<file path="config.mk">
export PLATFORM = sky130hd
export DESIGN_NAME = cxa_core
export DESIGN_NICKNAME = d
export VERILOG_FILES = /design/src/hw/cxa_mul17.v /design/src/hw/cxa_div16.v /design/src/hw/cxa_core.v
export VERILOG_INCLUDE_DIRS = /design/src /design/src/hw
export SDC_FILE = /design/constraint.sdc
export NUM_CORES = 1
export LEC_CHECK = 0
export ABC_AREA = 1
export BUFFER_PORTS_ARGS = -buffer_cell sky130_fd_sc_hd__buf_2
export CORE_MARGIN = 2
export CORE_UTILIZATION = 30
export DETAILED_ROUTE_END_ITERATION = 8
export PLACE_DENSITY_LB_ADDON = 0.1
export SLEW_MARGIN = 40
export SYNTH_ARGS = -nofsm -noshare
export SYNTH_HDL_FRONTEND = slang
export SYNTH_SLANG_ARGS = --single-unit
</file>
<file path="constraint.sdc">
create_clock -name i_core_clk -period 7.65 [get_ports i_core_clk]
set_input_delay 0.3825 -clock i_core_clk [delete_from_list [all_inputs] [get_ports i_core_clk]]
set_output_delay 0.3825 -clock i_core_clk [all_outputs]
set_load 0.005 [all_outputs]
</file>
<file path="src/hw/cxa_regs.vh">
// Register offsets, field positions, reset values and codes of the ALU core
`ifndef CXA_REGS_VH
`define CXA_REGS_VH

// ****************************************************************
// Register map
// ****************************************************************
`define CXA_ADDR_W          4
`define CXA_CORE_CTRL_ADDR  4'h0
`define CXA_FLAGS_ADDR      4'h1
`define CXA_CORE_CTRL_RST   16'h0000
`define CXA_FLAGS_RST       5'h00

// ****************************************************************
// Core control fields
// ****************************************************************
`define CXA_PRIO7_BIT       3
`define CXA_PSWIN_BIT       2

// ****************************************************************
// Arithmetic flag fields
// ****************************************************************
`define CXA_FLAGS_W         5
`define CXA_FL_C            0
`define CXA_FL_Z            1
`define CXA_FL_OV           2
`define CXA_FL_N            3
`define CXA_FL_DC           4

// ****************************************************************
// Operation codes
// ****************************************************************
`define CXA_OP_ADD          4'h0
`define CXA_OP_ADDC         4'h1
`define CXA_OP_SUB          4'h2
`define CXA_OP_SUBB         4'h3
`define CXA_OP_AND          4'h4
`define CXA_OP_IOR          4'h5
`define CXA_OP_XOR          4'h6
`define CXA_OP_COM          4'h7
`define CXA_OP_SL           4'h8
`define CXA_OP_LSR          4'h9
`define CXA_OP_ASR          4'hA
`define CXA_OP_MUL          4'hB
`define CXA_OP_DIV          4'hC

// ****************************************************************
// Multiplier modes
// ****************************************************************
`define CXA_MUL_SS          3'h0
`define CXA_MUL_UU          3'h1
`define CXA_MUL_US          3'h2
`define CXA_MUL_SL5         3'h3
`define CXA_MUL_UL5         3'h4
`define CXA_MUL_BYTE        3'h5

// ****************************************************************
// Timing
// ****************************************************************
`define CXA_DIV_STEPS       5'd16

`endif

</file>
<file path="src/hw/cxa_mul17.v">
// Signed 17x17 multiplier with registered product
`timescale 1ns/1ps
module cxa_mul17 (
    input  wire        i_core_clk,
    input  wire        i_rst_n,
    input  wire [16:0] i_a,
    input  wire [16:0] i_b,
    output reg  [33:0] o_prod
);

    wire signed [33:0] prod_d;

    assign prod_d = $signed(i_a) * $signed(i_b);

    always @(posedge i_core_clk) begin
        if (!i_rst_n) begin
            o_prod <= 34'h0;
        end else begin
            o_prod <= prod_d;
        end
    end

endmodule

</file>
<file path="src/hw/cxa_div16.v">
// Iterative restoring divider, 16-bit dividend and 16-bit divisor
`timescale 1ns/1ps
`include "cxa_regs.vh"
module cxa_div16 (
    input  wire        i_core_clk,
    input  wire        i_rst_n,
    input  wire        i_start,
    input  wire        i_signed,
    input  wire [15:0] i_dvd,
    input  wire [15:0] i_dvs,
    output wire        o_busy,
    output reg         o_done,
    output reg         o_dz,
    output reg  [15:0] o_quot,
    output reg  [15:0] o_rem
);

    reg  [4:0]  cnt_q;
    reg         busy_q;
    reg  [15:0] quo_q;
    reg  [16:0] rem_q;
    reg  [15:0] dvs_q;
    reg         negq_q;
    reg         negr_q;
    wire [15:0] dvd_abs;
    wire [15:0] dvs_abs;
    wire [16:0] trial;

    assign dvd_abs = (i_signed && i_dvd[15]) ? (16'h0 - i_dvd) : i_dvd;
    assign dvs_abs = (i_signed && i_dvs[15]) ? (16'h0 - i_dvs) : i_dvs;
    assign trial   = {rem_q[15:0], quo_q[15]} - {1'b0, dvs_q};
    assign o_busy  = busy_q;

    always @(posedge i_core_clk) begin
        if (!i_rst_n) begin
            cnt_q  <= 5'h0;
            busy_q <= 1'b0;
            quo_q  <= 16'h0;
            rem_q  <= 17'h0;
            dvs_q  <= 16'h0;
            negq_q <= 1'b0;
            negr_q <= 1'b0;
            o_done <= 1'b0;
            o_dz   <= 1'b0;
            o_quot <= 16'h0;
            o_rem  <= 16'h0;
        end else begin
            o_done <= 1'b0;
            if (i_start && !busy_q) begin
                busy_q <= 1'b1;
                cnt_q  <= `CXA_DIV_STEPS;
                quo_q  <= dvd_abs;
                rem_q  <= 17'h0;
                dvs_q  <= dvs_abs;
                negq_q <= i_signed & (i_dvd[15] ^ i_dvs[15]);
                negr_q <= i_signed & i_dvd[15];
                o_dz   <= (i_dvs == 16'h0);
            end else if (busy_q && cnt_q != 5'h0) begin
                cnt_q <= cnt_q - 5'h1;
                if (!trial[16]) begin
                    rem_q <= trial;
                    quo_q <= {quo_q[14:0], 1'b1};
                end else begin
                    rem_q <= {rem_q[15:0], quo_q[15]};
                    quo_q <= {quo_q[14:0], 1'b0};
                end
            end else if (busy_q) begin
                // Sign fix-up after the last step
                busy_q <= 1'b0;
                o_done <= 1'b1;
                o_quot <= negq_q ? (16'h0 - quo_q) : quo_q;
                o_rem  <= negr_q ? (16'h0 - rem_q[15:0]) : rem_q[15:0];
            end
        end
    end

endmodule

</file>
<file path="src/hw/cxa_core.v">
// ALU datapath, multiplier, divider support and core control register
`timescale 1ns/1ps
`include "cxa_regs.vh"

module cxa_core (
    input  wire        i_core_clk,
    input  wire        i_rst_n,
    input  wire [3:0]  i_reg_addr,
    input  wire [15:0] i_reg_wdata,
    input  wire        i_reg_wr,
    input  wire        i_reg_rd,
    output reg  [15:0] o_reg_rdata,
    input  wire [3:0]  i_cpu_prio,
    output wire        o_priority_above_seven,
    output wire        o_user_int_block,
    output wire        o_program_space_window_en,
    input  wire        i_op_valid,
    input  wire [3:0]  i_op_code,
    input  wire        i_byte_mode,
    input  wire [2:0]  i_mul_mode,
    input  wire        i_div_signed,
    input  wire [4:0]  i_lit5,
    input  wire        i_src_a_mem,
    input  wire        i_src_b_mem,
    input  wire        i_dst_mem,
    input  wire [15:0] i_w_rd_a,
    input  wire [15:0] i_w_rd_b,
    input  wire [15:0] i_mem_rd,
    output wire        o_busy,
    output reg         o_res_valid,
    output reg         o_res_w_we,
    output reg         o_res_mem_we,
    output reg  [15:0] o_res_lo,
    output reg  [15:0] o_res_hi,
    output wire [4:0]  o_arith_flags
);

    // ****************************************************************
    // Declarations
    // ****************************************************************
    reg         prio7_q;
    reg         gt7_prev_q;
    reg         pswin_q;
    reg  [4:0]  flags_q;
    reg  [4:0]  flags_d;
    reg         mul_pend_q;
    reg         dst_mem_q;
    reg  [15:0] res_d;
    reg  [16:0] mul_a;
    reg  [16:0] mul_b;
    reg         upd_c;
    reg         upd_ov;
    reg         upd_zn;
    reg         upd_dc;
    reg         c_new;
    reg         ov_new;
    reg         dc_new;
    wire [15:0] op_a;
    wire [15:0] op_b;
    wire [15:0] b_x;
    wire        is_sub;
    wire        cin;
    wire [16:0] sum16;
    wire [8:0]  sum8;
    wire [4:0]  sum4;
    wire        a_msb;
    wire        bx_msb;
    wire        res_msb;
    wire        res_zero;
    wire        issue;
    wire        gt7;
    wire        gt7_rise;
    wire        ctrl_wr;
    wire [33:0] mul_prod;
    wire        div_busy;
    wire        div_done;
    wire        div_dz;
    wire [15:0] div_quot;
    wire [15:0] div_rem;

    // ****************************************************************
    // Core control register
    // ****************************************************************
    assign gt7      = (i_cpu_prio > 4'h7);
    assign gt7_rise = gt7 & ~gt7_prev_q;
    assign ctrl_wr  = i_reg_wr && (i_reg_addr == `CXA_CORE_CTRL_ADDR);

    always @(posedge i_core_clk) begin
        if (!i_rst_n) begin
            prio7_q    <= 1'b0;
            gt7_prev_q <= 1'b0;
            pswin_q    <= 1'b0;
        end else begin
            gt7_prev_q <= gt7;
            // A rise in the same cycle as a software clear still sets
            if (gt7_rise) begin
                prio7_q <= 1'b1;
            end else if (!gt7) begin
                prio7_q <= 1'b0;
            end else if (ctrl_wr && !i_reg_wdata[`CXA_PRIO7_BIT]) begin
                prio7_q <= 1'b0;
            end
            if (ctrl_wr) begin
                pswin_q <= i_reg_wdata[`CXA_PSWIN_BIT];
            end
        end
    end

    assign o_priority_above_seven    = prio7_q;
    assign o_user_int_block          = prio7_q;
    assign o_program_space_window_en = pswin_q;

    // ****************************************************************
    // Register read port
    // ****************************************************************
    always @(posedge i_core_clk) begin
        if (!i_rst_n) begin
            o_reg_rdata <= 16'h0000;
        end else if (i_reg_rd) begin
            case (i_reg_addr)
                `CXA_CORE_CTRL_ADDR: begin
                    o_reg_rdata <= {12'h000, prio7_q, pswin_q, 2'b00};
                end
                `CXA_FLAGS_ADDR: begin
                    o_reg_rdata <= {11'h000, flags_q};
                end
                default: begin
                    o_reg_rdata <= 16'h0000;
                end
            endcase
        end else begin
            o_reg_rdata <= 16'h0000;
        end
    end

    // ****************************************************************
    // Operand selection and adder
    // ****************************************************************
    assign op_a = i_src_a_mem ? i_mem_rd : i_w_rd_a;
    assign op_b = i_src_b_mem ? i_mem_rd : i_w_rd_b;

    assign is_sub = (i_op_code == `CXA_OP_SUB) || (i_op_code == `CXA_OP_SUBB);
    assign b_x    = is_sub ? ~op_b : op_b;
    assign cin    = (i_op_code == `CXA_OP_SUB) ? 1'b1 :
                    ((i_op_code == `CXA_OP_ADDC) || (i_op_code == `CXA_OP_SUBB)) ?
                    flags_q[`CXA_FL_C] : 1'b0;

    assign sum16 = {1'b0, op_a} + {1'b0, b_x} + {16'h0000, cin};
    assign sum8  = {1'b0, op_a[7:0]} + {1'b0, b_x[7:0]} + {8'h00, cin};
    assign sum4  = {1'b0, op_a[3:0]} + {1'b0, b_x[3:0]} + {4'h0, cin};

    assign a_msb    = i_byte_mode ? op_a[7] : op_a[15];
    assign bx_msb   = i_byte_mode ? b_x[7] : b_x[15];
    assign res_msb  = i_byte_mode ? res_d[7] : res_d[15];
    assign res_zero = i_byte_mode ? (res_d[7:0] == 8'h00) : (res_d == 16'h0000);

    // ****************************************************************
    // ALU result and flag selection
    // ****************************************************************
    always @* begin
        res_d  = op_a;
        upd_c  = 1'b0;
        upd_ov = 1'b0;
        upd_zn = 1'b0;
        upd_dc = 1'b0;
        c_new  = 1'b0;
        ov_new = 1'b0;
        dc_new = 1'b0;
        case (i_op_code)
            `CXA_OP_ADD, `CXA_OP_ADDC, `CXA_OP_SUB, `CXA_OP_SUBB: begin
                res_d  = i_byte_mode ? {op_a[15:8], sum8[7:0]} : sum16[15:0];
                c_new  = i_byte_mode ? sum8[8] : sum16[16];
                dc_new = i_byte_mode ? sum4[4] : sum8[8];
                ov_new = (a_msb == bx_msb) && ((i_byte_mode ? sum8[7] : sum16[15]) != a_msb);
                upd_c  = 1'b1;
                upd_ov = 1'b1;
                upd_zn = 1'b1;
                upd_dc = 1'b1;
            end
            `CXA_OP_AND: begin
                res_d  = i_byte_mode ? {op_a[15:8], op_a[7:0] & op_b[7:0]} : (op_a & op_b);
                upd_zn = 1'b1;
            end
            `CXA_OP_IOR: begin
                res_d  = i_byte_mode ? {op_a[15:8], op_a[7:0] | op_b[7:0]} : (op_a | op_b);
                upd_zn = 1'b1;
            end
            `CXA_OP_XOR: begin
                res_d  = i_byte_mode ? {op_a[15:8], op_a[7:0] ^ op_b[7:0]} : (op_a ^ op_b);
                upd_zn = 1'b1;
            end
            `CXA_OP_COM: begin
                res_d  = i_byte_mode ? {op_a[15:8], ~op_a[7:0]} : ~op_a;
                upd_zn = 1'b1;
            end
            `CXA_OP_SL: begin
                res_d  = i_byte_mode ? {op_a[15:8], op_a[6:0], 1'b0} : {op_a[14:0], 1'b0};
                c_new  = a_msb;
                upd_c  = 1'b1;
                upd_zn = 1'b1;
            end
            `CXA_OP_LSR: begin
                res_d  = i_byte_mode ? {op_a[15:8], 1'b0, op_a[7:1]} : {1'b0, op_a[15:1]};
                c_new  = op_a[0];
                upd_c  = 1'b1;
                upd_zn = 1'b1;
            end
            `CXA_OP_ASR: begin
                res_d  = i_byte_mode ? {op_a[15:8], op_a[7], op_a[7:1]} :
                         {op_a[15], op_a[15:1]};
                c_new  = op_a[0];
                upd_c  = 1'b1;
                upd_zn = 1'b1;
            end
            default: begin
                res_d = op_a;
            end
        endcase
    end

    // ****************************************************************
    // Multiplier operand extension
    // ****************************************************************
    always @* begin
        case (i_mul_mode)
            `CXA_MUL_SS: begin
                mul_a = {op_a[15], op_a};
                mul_b = {op_b[15], op_b};
            end
            `CXA_MUL_UU: begin
                mul_a = {1'b0, op_a};
                mul_b = {1'b0, op_b};
            end
            `CXA_MUL_US: begin
                mul_a = {1'b0, op_a};
                mul_b = {op_b[15], op_b};
            end
            `CXA_MUL_SL5: begin
                mul_a = {op_a[15], op_a};
                mul_b = {12'h000, i_lit5};
            end
            `CXA_MUL_UL5: begin
                mul_a = {1'b0, op_a};
                mul_b = {12'h000, i_lit5};
            end
            `CXA_MUL_BYTE: begin
                mul_a = {9'h000, op_a[7:0]};
                mul_b = {9'h000, op_b[7:0]};
            end
            default: begin
                mul_a = {1'b0, op_a};
                mul_b = {1'b0, op_b};
            end
        endcase
    end

    cxa_mul17 u_mul (
        .i_core_clk (i_core_clk),
        .i_rst_n    (i_rst_n),
        .i_a        (mul_a),
        .i_b        (mul_b),
        .o_prod     (mul_prod)
    );

    // ****************************************************************
    // Divider
    // ****************************************************************
    cxa_div16 u_div (
        .i_core_clk (i_core_clk),
        .i_rst_n    (i_rst_n),
        .i_start    (issue && (i_op_code == `CXA_OP_DIV)),
        .i_signed   (i_div_signed),
        .i_dvd      (op_a),
        .i_dvs      (op_b),
        .o_busy     (div_busy),
        .o_done     (div_done),
        .o_dz       (div_dz),
        .o_quot     (div_quot),
        .o_rem      (div_rem)
    );

    // ****************************************************************
    // Issue, flags and result registers
    // ****************************************************************
    assign o_busy        = mul_pend_q | div_busy | div_done;
    assign issue         = i_op_valid & ~o_busy;
    assign o_arith_flags = flags_q;

    always @* begin
        flags_d = flags_q;
        if (i_reg_wr && (i_reg_addr == `CXA_FLAGS_ADDR)) begin
            flags_d = i_reg_wdata[4:0];
        end
        // Hardware updates take priority over a software write
        if (issue) begin
            if (upd_c) begin
                flags_d[`CXA_FL_C] = c_new;
            end
            if (upd_ov) begin
                flags_d[`CXA_FL_OV] = ov_new;
            end
            if (upd_dc) begin
                flags_d[`CXA_FL_DC] = dc_new;
            end
            if (upd_zn) begin
                flags_d[`CXA_FL_Z] = res_zero;
                flags_d[`CXA_FL_N] = res_msb;
            end
        end
        if (div_done) begin
            flags_d[`CXA_FL_OV] = div_dz;
        end
    end

    always @(posedge i_core_clk) begin
        if (!i_rst_n) begin
            flags_q      <= `CXA_FLAGS_RST;
            mul_pend_q   <= 1'b0;
            dst_mem_q    <= 1'b0;
            o_res_valid  <= 1'b0;
            o_res_w_we   <= 1'b0;
            o_res_mem_we <= 1'b0;
            o_res_lo     <= 16'h0000;
            o_res_hi     <= 16'h0000;
        end else begin
            flags_q      <= flags_d;
            o_res_valid  <= 1'b0;
            o_res_w_we   <= 1'b0;
            o_res_mem_we <= 1'b0;
            mul_pend_q   <= 1'b0;
            if (issue) begin
                dst_mem_q <= i_dst_mem;
            end
            if (issue && (i_op_code == `CXA_OP_MUL)) begin
                mul_pend_q <= 1'b1;
            end else if (issue && (i_op_code != `CXA_OP_DIV)) begin
                o_res_valid  <= 1'b1;
                o_res_w_we   <= ~i_dst_mem;
                o_res_mem_we <= i_dst_mem;
                o_res_lo     <= res_d;
                o_res_hi     <= 16'h0000;
            end else if (mul_pend_q) begin
                o_res_valid  <= 1'b1;
                o_res_w_we   <= ~dst_mem_q;
                o_res_mem_we <= dst_mem_q;
                o_res_lo     <= mul_prod[15:0];
                o_res_hi     <= mul_prod[31:16];
            end else if (div_done) begin
                o_res_valid  <= 1'b1;
                o_res_w_we   <= ~dst_mem_q;
                o_res_mem_we <= dst_mem_q;
                o_res_lo     <= div_quot;
                o_res_hi     <= div_rem;
            end
        end
    end

endmodule

</file>
## Word level (Yosys, flattened, before mapping)

Index checks and enable logic that the tools add are counted.

- Word-level logic and storage cells: 192
- Input port bits: 94
- Register bits: 183
- Output and inout port bits: 60

- Bitwise gates (word level): 24
- Add/subtract/negate cells: 12
- Eq/ne operators: 22
- Reduce and logical (&&, ||, !) cells: 37
- Mux-type cells: 70
- Magnitude comparators: 1
- Multiply operators: 1

Operators with widths:

| cell | count |
|---|---|
| $mux W16 | 23 |
| $pmux W16 S8 | 1 |
| $sub A1 B16 Y16 const A | 4 |
| $pmux W17 S3 | 1 |
| $mux W1 | 37 |
| $pmux W17 S2 | 1 |
| $logic_not A16 Y1 | 2 |
| $mul A17 B17 Y32 | 1 |
| $not A16 Y16 | 2 |
| $eq A4 B4 Y1 const B | 5 |
| $mux W5 | 4 |
| $add A16 B16 Y17 | 1 |
| $add A17 B1 Y17 | 1 |
| $sub A17 B16 Y17 | 1 |
| $and A16 B16 Y16 | 1 |
| $eq A4 B3 Y1 const B | 4 |
| $or A16 B16 Y16 | 1 |
| $xor A16 B16 Y16 | 1 |
| $mux W15 | 1 |
| $reduce_or A2 Y1 | 6 |
| $logic_and A1 B1 Y1 | 11 |
| $reduce_or A11 Y1 | 1 |
| $pmux W5 S2 | 1 |
| $add A8 B8 Y9 | 1 |
| 36 further kinds | 55 |

## Longest topological paths before layout

Gate-level depths: netlist of run 1.

- Depth after elaboration: 12
- Gate-level depth with buffers: 34
- Depth with buffers taken out: 32

## Hierarchy

From an unflattened synthesis of run 1, not the netlist that was laid out.

- Cells, all modules: 3719
- Area, all modules: 25165.4 µm²

By module, submodules not included:

| module | instances | sequential area each (µm²) | cells each | area an instance (µm²) |
|---|---|---|---|---|
| cxa_mul17 | 1 | 680.7 | 1709 | 12856.1 |
| cxa_core | 1 | 1001.0 | 1074 | 6242.2 |
| cxa_div16 | 1 | 1801.7 | 936 | 6067.1 |

## Least setup slack after synthesis of run 1

Ideal clock, no wire load.

- Path type: input port to flip-flop
- Start: input i_mul_mode[1]
- End: register u_mul.o_prod[30]
- Path buffers: 0
- Required time: 7.537 ns
- Stages: 26
- Slack: 1.320 ns
- Library setup time: 0.113 ns
- Data arrival time: 6.217 ns
- Cell sequence: nor2_1 nand2_1 nand2_2 clkinv_1 o21ai_1 inv_1 nand2_1 fa_1 inv_1 fa_1 inv_1 fa_1 fa_1 fa_1 fa_1 inv_1 ha_1 a21o_1 a221oi_1 o211ai_1 nand2_1 nand2_1 a21oi_1 nand2_1 nand2_1 nor2_1

- Word-level cells in the longest chain between the ends: 4
- Elaborated cells on any way between the ends: 11
- Those cells by class: mul: 1; eq/ne: 4; mux: 2; reduce/logical: 4

Ends and longest elaborated chain:

| what | line | text |
|---|---|---|
| from (decl) | cxa_core.v:20 | `input wire [2:0] i_mul_mode,` |
| $eq A3 B3 Y1, or another cell as far along | cxa_core.v:225 | `case (i_mul_mode)` |
| $reduce_or A2 Y1 (no line) | n/a |  |
| $pmux W17 S3 or $pmux W17 S2 (tied branches) | cxa_core.v:225 |  |
| $mul A17 B17 Y32 * | cxa_mul17.v:13 | `assign prod_d = $signed(i_a) * $signed(i_b);` |
| to (signal assigned) | cxa_mul17.v:19 | `o_prod <= prod_d;` |
| to (decl) | cxa_mul17.v:8 | `output reg [33:0] o_prod` |

Mark *: on every way between the ends. The rest lies on a longest branch, timed or not.
A chain may end at the register's enable or synchronous reset.

## Worst setup path in the final report of run 1

- Start: input i_src_a_mem
- End: register u_mul.o_prod[29]

- Word-level cells in the longest chain between the ends: 3

Ends and longest elaborated chain:

| what | line | text |
|---|---|---|
| from (decl) | cxa_core.v:23 | `input wire i_src_a_mem,` |
| $mux W16 | cxa_core.v:139 | `assign op_a = i_src_a_mem ? i_mem_rd : i_w_rd_a;` |
| $pmux W17 S2 | cxa_core.v:225 |  |
| $mul A17 B17 Y32 | cxa_mul17.v:13 |  |

No other way between the ends.

==> results of run 1 <==
## area by class of cell
class	instances	area (µm²)	share of cell area, %
antenna	2	5.00	0.0200
clock buffer	17	425	1.70
clock inverter	15	149	0.594
inverter	607	2280	9.11
multi-input combinational	2231	16200	64.6
sequential	172	3440	13.7
tap	969	1210	4.83
timing repair buffer	224	1370	5.44
## where the power goes
group | total [mW] | switching [mW] | leakage [nW] | internal, mW
registers | 1.09 | 0.0617 | 1.40 | 1.03
logic | 9.00 | 5.57 | 10.6 | 3.43
clock network | 0.877 | 0.444 | 0.286 | 0.434
total | 11.0 | 6.08 | 12.3 | 4.89
## per-layer routing
layer | GRT usage, % | vias up | share of wire [%]
met3 | 2.12 | 109 | 3.1
met1 | 27.6 | 10300 | 42
met5 | 0 | - | 0
li1 | - | 9974 | -
met4 | 7.07 | 0 | 3.2
met2 | 41.6 | 435 | 52
## sequential cells by signal (all words and copies together), names as in the netlist, 5 cells and up
name / flops
o_res_hi: 16
u_div.dvs_q: 16
u_mul.o_prod: 32
u_div.o_rem: 16
o_res_lo: 16
o_arith_flags: 5
u_div.cnt_q: 5
u_div.rem_q: 16
o_reg_rdata: 5
u_div.quo_q: 16
u_div.o_quot: 16
## synthesized netlist by cell type (19+ instances only)
cell type / instances
xnor2_1: 19
clkbuf_1: 73
a21oi_1: 185
o211ai_1: 21
dfxtp_1: 172
nand2_1: 623
fa_1: 285
xor2_1: 46
nor3_1: 34
nor2_1: 343
nand3_1: 127
o21ai_0: 177
ha_1: 153
o21ai_1: 21
inv_1: 581
## worst max-delay path by stage
stage,startpoint,to,depth (start not counted)
2_1_floorplan,i_mul_mode[1],u_mul.o_prod[30],26
3_3_place_gp,i_src_b_mem,u_mul.o_prod[30],27
3_5_place_dp,i_src_a_mem,u_mul.o_prod[29],27
4_1_cts,i_src_a_mem,u_mul.o_prod[29],27
5_1_grt,i_src_b_mem,u_mul.o_prod[30],27
6_report,i_src_a_mem,u_mul.o_prod[29],27
## kinds of logic after synthesis
family,count (synthesis),synth area share [%]
AND/OR/NAND/NOR,1179,21.3
buffers and inverters,724,12.6
AO/OA/AOI/OAI,523,13.4
adder cells (fa/ha/maj),438,34.0
flip-flops,172,15.4
XOR/XNOR,65,2.54
multiplexers,15,0.670
other,1,0.0167
## tightest hold or removal path, delay by kind of cell
kind | cells | cell delay, ns
and+or+nand+nor | 1 | 0.05
buffers and inverters | 2 | 0.13
==> metrics.csv, run 1 <==
metric,value,unit
CTS tree,done,
Final Util,33.8,%
Initial Utilization,30.2,%
gpl congestion,0.909,
hold buffer count at CTS,0,
clock tree buffer depth,2,
Clock Sinks,172,
"Slowest-stage cell, CP",fa_1,
Fmax achieved,148,MHz
DP Area,0.0245,mm²
sequential-to-total area share from yosys stat,15.4,%
Lkg Pwr,12.3,nW
first-pass GRT wire length,131000,µm
status,"complete, no violations",
worst hold path depth,3,
setup_tns,0,ns
PwrDens,437,mW/mm²
FF-to-FF End,u_div.o_rem[5],
Critical Path Start Type,input pin,
IO Pins,154,
"Async S/R FF share, synth",0,%
most common library cell in the layout ignoring fill and taps,nand2_1,
post-DR wirelength/cell,20.0,µm
final count of hold timing violations,0,
"Largest stage delay, worst path",0.58,ns
Die ar.,0.0769,mm²
# rows,100,
via count,20900,
Final Skew,0.0122,ns
Layout fillers,8096,
CP most frequent cell,fa_1,
design area,0.0251,mm²
WL final,84900,µm
max cap viols,0,
Synth-to-Final Area Change,11.9,%
Final Max Slew Viols,0,
Buf/Inv on CP,8,
synth unique cells,55,
DRC viols,0,
critical path's top delay family,adder cells,
Finished Layout Cells,4237,
top-area cell type share of the netlist area,25.5,%
die span in x,277,µm
Post-CTS Resized,0,
main flop type after synthesis,dfxtp_1,
drt first-iter violations,1305,
clock root buffer,clkbuf_16,
gr usage total,22.6,%
R2R depth,13,
H-Tree Depth,4,
Clock transition at path regs,0.07,ns
Worst R2R Start,mul_pend_q,
synth top area cells,"fa_1 25%, dfxtp_1 15%, nand2_1 10%",
# Post-CTS Setup Buffers,0,
largest net degree at the start of global routing,79,
ANT nets after route,0,
Mapped Avg Cell Area,7.19,µm²
Worst EP arrival,7.18,ns
initial antenna violation count,2,
Tcrit/Tclk final,88.5,%
worst hold path type,input pin to flip-flop,
maximum VDD drop,0.611,mV
clk_lat worst skew,0.48,ns
RSZ-0062 raised after global routing,no,
I/O Buffers,128,
post-synth top area cell,fa_1,
Slew @ Worst Pin,0.806,ns
Worst Hold End,gt7_prev_q,
fin worst setup slack,0.878,ns
Die H,277,µm
Critical Path End Type,flip-flop,
"commonest cells after routing, fill and taps aside","622 x nand2_1, 581 x inv_1, 340 x nor2_1",
number of global-route vias before repair,22000,
pre-CTS WS,0.401,ns
Worst slew margin,45.7,%
Fin Hold WS,0.113,ns
Synth Cell Area,0.0224,mm²
gr ovfl total,0,
# setup viols final,0,
Ys Warns,0,
critical path class,input pin to flip-flop,
layout cells sized above 1,9.77,%
Placed Cells,4203,
crit-path max FO,17,
hpwl dp,69700,µm
flop2flop setup slack,3.61,ns
Post-synth EDFFs,0,
Vias/cell,4.92,
Pwr Total,11.0,mW
Mapped Cells,3117,
core area,0.0742,mm²
Hold Path Origin,i_cpu_prio[3],
Synth Register Bits,172,
Num CTS Buffers,17,
DR pass1 iterations,6,
min Tclk post-route,6.77,ns
Final nets,3785,
Crit path required time,8.05,ns
Power figures use the tool's default switching activity.
==> run 2, diff against run 1 <==
--- a/config.mk
+++ b/config.mk
@@ -15,4 +15,5 @@
 export SLEW_MARGIN = 40
 export SYNTH_ARGS = -nofsm -noshare
 export SYNTH_HDL_FRONTEND = slang
+export SYNTH_HIERARCHICAL = 1
 export SYNTH_SLANG_ARGS = --single-unit
==> metrics.csv, run 2 <==
metric,value,unit,change
Die H,290,µm,+4.7%
via count,21900,,+5.0%
layout cells sized above 1,10.4,%,+0.62 points
die span in x,290,µm,+4.7%
min Tclk post-route,6.47,ns,-0.306 ns
DR pass1 iterations,5,,-1
Lkg Pwr,14.7,nW,+19%
hpwl dp,69400,µm,-0.48%
PwrDens,503,mW/mm²,+15%
setup_tns,0,ns,unchanged
first-pass GRT wire length,134000,µm,+2.0%
Clock transition at path regs,0.07,ns,about the same
Die ar.,0.0843,mm²,+9.6%
number of global-route vias before repair,22600,,+2.6%
crit-path max FO,32,,+15
Mapped Cells,3620,,+16%
DRC viols,0,,unchanged
Final Skew,0.0124,ns,+0.000215 ns
gr ovfl total,0,,unchanged
Fmax achieved,155,MHz,+4.7%
Num CTS Buffers,17,,unchanged
Crit path required time,8.03,ns,-0.02 ns
H-Tree Depth,4,,unchanged
Buf/Inv on CP,6,,-2
initial antenna violation count,1,,-1
Worst EP arrival,6.84,ns,-0.34 ns
post-DR wirelength/cell,17.9,µm,-11%
"Largest stage delay, worst path",0.93,ns,+0.35 ns
clk_lat worst skew,0.47,ns,about the same
Synth-to-Final Area Change,10.3,%,
core area,0.0808,mm²,+8.9%
ANT nets after route,0,,unchanged
final count of hold timing violations,0,,unchanged
CTS tree,done,,
Synth Cell Area,0.0246,mm²,+9.7%
design area,0.0271,mm²,+8.1%
largest net degree at the start of global routing,73,,-7.6%
Placed Cells,4752,,+13%
Post-CTS Resized,0,,unchanged
I/O Buffers,128,,unchanged
n_diodes,0,,-2
most common library cell in the layout ignoring fill and taps,nand2_1,,
# rows,104,,+4.0%
Mapped Avg Cell Area,6.79,µm²,-5.5%
CP most frequent cell,fa_1,,
RSZ-0062 raised after global routing,no,,
gr usage total,20.7,%,-1.9 points
maximum VDD drop,0.641,mV,+4.9%
status,"complete, no violations",,
max cap viols,0,,unchanged
"commonest cells after routing, fill and taps aside","1005 x nand2_1, 791 x inv_1, 293 x fa_1",,
"Slowest-stage cell, CP",fa_1,,
critical path's top delay family,adder cells,,
worst hold path type,input pin to flip-flop,,
Worst slew margin,44.1,%,-1.6 points
Critical Path Start Type,input pin,,
drt first-iter violations,1212,,-7.1%
Clock Sinks,172,,unchanged
# Post-CTS Setup Buffers,0,,unchanged
Finished Layout Cells,4784,,+13%
clock root buffer,clkbuf_16,,
Tcrit/Tclk final,84.5,%,-4.0 points
critical path class,input pin to flip-flop,,
hold buffer count at CTS,0,,unchanged
Vias/cell,4.58,,-7.0%
IO Pins,154,,unchanged
# setup viols final,0,,unchanged
Final Max Slew Viols,0,,unchanged
gpl congestion,0.865,,-4.9%
clock tree buffer depth,2,,unchanged
crit-path cells,buf_2 > o21ai_0 > buf_4 > o21ai_1 > nand2_1 > inv_1 > fa_1 > fa_1 > fa_1 > fa_1 > fa_1 > inv_1 > fa_1 > inv_1 > ha_1 > nand2_1 > inv_2 > nand2_1 > nor3_2 > and2_1 > nand2_1 > nand4_1 > nand2_1 > nor2_1,,
Final nets,4252,,+12%
Slew @ Worst Pin,0.830,ns,+0.0246 ns
Ys Warns,6,,+6
Critical Path End Type,flip-flop,,
Initial Utilization,30.4,%,+0.23 points
WL final,85700,µm,+0.88%
"Most flops, register",u_mul/o_prod,,
DP Area,0.0265,mm²,+8.3%
max FFs per register,32,,unchanged
run 2: final cells by class:
class	instances	area [µm²]
Timing Repair Buffer	214	1310
Tap cell	1060	1330
Clock inverter	13	128
Inverter	821	3090
Multi-Input combinational cell	2485	17400
Fill cell	9028	53700
Clock buffer	19	453
Sequential cell	172	3440
run 2: worst register-to-register path: cells and delay by family, from the launching register on:
| kind | cells | cell delay (ns) |
|---|---|---|
| flip-flops | 1 | 0.31 |
| buffers and inverters | 4 | 0.94 |
| AND/OR/NAND/NOR | 5 | 1.67 |
| AO/OA/AOI/OAI | 2 | 0.51 |
run 2: routing by layer:
layer / track usage [%] / vias to the layer above / routed length [µm]
met5: 0 / - / 0
met4: 3.33 / 0 / 1040
met3: 1.93 / 56 / 2450
met2: 37.6 / 338 / 42900
met1: 26.8 / 10400 / 39300
li1: - / 11100 / -
run 2: worst paths after layout:
check / cells past startpoint / startpoint / slack, ns / endpoint
worst min register to register: 1 / gt7_prev_q / 0.41 / o_priority_above_seven
worst max register to register: 11 / mul_pend_q / 4.16 / o_res_hi[5]
worst max-delay path: 24 / i_src_b_mem / 1.18 / u_mul/o_prod[30]
worst min-delay path: 3 / i_cpu_prio[3] / 0.12 / gt7_prev_q
run 2: metrics by stage:
| step | utilization (%) | hold slack [ns] | setup slack (ns) | total power, mW |
|---|---|---|---|---|
| after floorplan | - | 0.386 | 1.16 | 9.18 |
| after global placement | 32.8 | 0.392 | 0.670 | 13.1 |
| after detailed placement | 32.8 | 0.393 | 0.649 | 13.0 |
| after CTS | 33.6 | 0.0904 | 1.13 | 14.0 |
| after global routing | 33.6 | 0.116 | 0.738 | 15.5 |
| final | 33.6 | 0.120 | 1.18 | 13.7 |
run 2: report_power, final:
| group | leakage, nW | internal, mW | switching, mW | total, mW |
|---|---|---|---|---|
| clock | 0.288 | 0.473 | 0.412 | 0.885 |
| combinational | 13.0 | 3.99 | 7.70 | 11.7 |
| sequential | 1.40 | 1.04 | 0.0414 | 1.08 |
| total | 14.7 | 5.50 | 8.15 | 13.7 |
==> run 3, diff against run 2 <==
==> constraint.sdc (replaced) <==
create_clock -name i_core_clk -period 6.7 [get_ports i_core_clk]
set_input_delay 0.335 -clock i_core_clk [delete_from_list [all_inputs] [get_ports i_core_clk]]
set_output_delay 0.335 -clock i_core_clk [all_outputs]
set_load 0.005 [all_outputs]
==> metrics.csv, run 3 (synthesis gave the netlist of run 2 again) <==
metric,value,unit,change
hpwl dp,70100,µm,+1.1%
Fmax achieved,163,MHz,
R2R depth,11,,unchanged
Post-CTS Resized,0,,unchanged
PwrDens,592,mW/mm²,+18%
Worst slew margin,43.5,%,-0.61 points
# Post-CTS Setup Buffers,0,,unchanged
FF-to-FF End,o_res_hi[5],,
maximum VDD drop,0.829,mV,+29%
initial antenna violation count,0,,-1
via count,22100,,+0.99%
"Slowest-stage cell, CP",fa_1,,
Tcrit/Tclk final,91.5,%,
IO Pins,154,,unchanged
most common library cell in the layout ignoring fill and taps,nand2_1,,
Die H,290,µm,unchanged
drt first-iter violations,1280,,+5.6%
clock root buffer,clkbuf_16,,
"Largest stage delay, worst path",0.54,ns,-0.39 ns
number of global-route vias before repair,22600,,-0.062%
DRC viols,0,,unchanged
Worst R2R Start,mul_pend_q,,
critical path's top delay family,adder cells,,
Die ar.,0.0843,mm²,unchanged
Hold Path Origin,i_cpu_prio[3],,
Num CTS Buffers,17,,unchanged
I/O Buffers,128,,unchanged
ANT nets after route,0,,unchanged
Worst Hold End,gt7_prev_q,,
post-DR wirelength/cell,17.7,µm,-0.91%
core area,0.0808,mm²,unchanged
gpl congestion,0.900,,+4.0%
critical path class,input pin to flip-flop,,
worst hold path type,input pin to flip-flop,,
Buf/Inv on CP,9,,+3
final count of hold timing violations,0,,unchanged
Vias/cell,4.59,,+0.15%
status,"complete, no violations",,
Finished Layout Cells,4824,,+0.84%
Critical Path End Type,flip-flop,,
Clock Sinks,172,,unchanged
design area,0.0275,mm²,+1.5%
layout cells sized above 1,11.3,%,+0.90 points
clk_lat worst skew,0.47,ns,about the same
n_diodes,0,,unchanged
Final nets,4292,,+0.94%
DP Area,0.0269,mm²,+1.2%
Critical Path Start Type,input pin,,
# rows,104,,unchanged
hold buffer count at CTS,0,,unchanged
WL final,85600,µm,about the same
CP most frequent cell,inv_1,,
Lkg Pwr,14.9,nW,+1.6%
first-pass GRT wire length,134000,µm,+0.19%
"commonest cells after routing, fill and taps aside","1006 x nand2_1, 790 x inv_1, 293 x fa_1",,
max FFs per register,32,,unchanged
gr ovfl total,0,,unchanged
CTS tree,done,,
crit-path max FO,32,,unchanged
max cap viols,0,,unchanged
setup_tns,0,ns,unchanged
DR pass1 iterations,6,,+1
min Tclk post-route,6.13,ns,
Final Skew,0.0104,ns,-0.00200 ns
gr usage total,20.6,%,about the same
RSZ-0062 raised after global routing,no,,
Initial Utilization,30.4,%,unchanged
H-Tree Depth,4,,unchanged
Placed Cells,4791,,+0.82%
worst hold path depth,3,,unchanged
Clock transition at path regs,0.07,ns,about the same
Synth-to-Final Area Change,11.9,%,
Worst EP arrival,6.50,ns,-0.34 ns
Slew @ Worst Pin,0.847,ns,+0.0168 ns
# setup viols final,0,,unchanged
flop2flop setup slack,3.19,ns,-0.97 ns
clock tree buffer depth,2,,unchanged
die span in x,290,µm,unchanged
Crit path required time,7.07,ns,-0.96 ns
largest net degree at the start of global routing,73,,unchanged
"Most flops, register",u_mul/o_prod,,
Final Max Slew Viols,0,,unchanged
==> run 3: cell types whose count changed in the layout (fill, tap and decap cells not counted), moves of 2 or more <==
cell       delta
buf_4        +36
bufinv_16     +2
inv_2         +2
o21ai_1       -2
clkinv_2      -3
o21ai_0       +2
buf_12        +4
==> run 3: worst max-delay path by stage <==
| stage | cells after the start | end | startpoint | slack, ns |
|---|---|---|---|---|
| finish | 27 | u_mul/o_prod[23] | i_src_b_mem | 0.57 |
| global route | 24 | u_mul/o_prod[18] | i_src_b_mem | 0.14 |
| CTS | 29 | u_mul/o_prod[22] | i_src_b_mem | 0.52 |
| detailed placement | 29 | u_mul/o_prod[22] | i_src_b_mem | 0.05 |
| global placement | 26 | u_mul/o_prod[18] | i_src_b_mem | 0.08 |
| floorplan | 26 | u_mul/o_prod[31] | i_src_a_mem | 0.26 |
==> run 3: through the flow <==
step	total power, mW	setup WS (ns)	utilization, %	hold slack, ns
after floorplan	10.5	0.261	-	0.386
after global placement	15.6	0.0789	33.2	0.390
after detailed placement	15.5	0.0457	33.3	0.396
after CTS	16.7	0.525	34.0	0.0416
after global routing	18.5	0.140	34.1	0.0703
final	16.3	0.570	34.1	0.0675
==> run 3: worst register-to-register path: cells and delay by family (launching register included) <==
family / cells / cell delay (ns)
AND/OR/NAND/NOR: 5 / 1.66
buffers and inverters: 4 / 0.95
AO/OA/AOI/OAI: 2 / 0.51
flip-flops: 1 / 0.32
==> run 3: layout make-up <==
class                           count  area (µm²)
Clock inverter                     12         173
Fill cell                        8933       53300
Inverter                          821        3080
Tap cell                         1060        1330
Multi-Input combinational cell   2485       17400
Clock buffer                       20         457
Timing Repair Buffer              254        1660
Sequential cell                   172        3440
==> run 3: layer usage <==
metal | global-route usage (%) | wire length (µm) | vias to the layer above
li1 | - | - | 11200
met5 | 0 | 0 | -
met4 | 4.23 | 1570 | 0
met3 | 1.73 | 2030 | 70
met2 | 37.0 | 42300 | 329
met1 | 27.0 | 39700 | 10500
==> run 3: power by group <==
group          internal [mW]  total [mW]  switching (mW)
combinational           5.13        14.0            8.84
sequential              1.18        1.23          0.0509
clock                  0.618        1.10           0.477
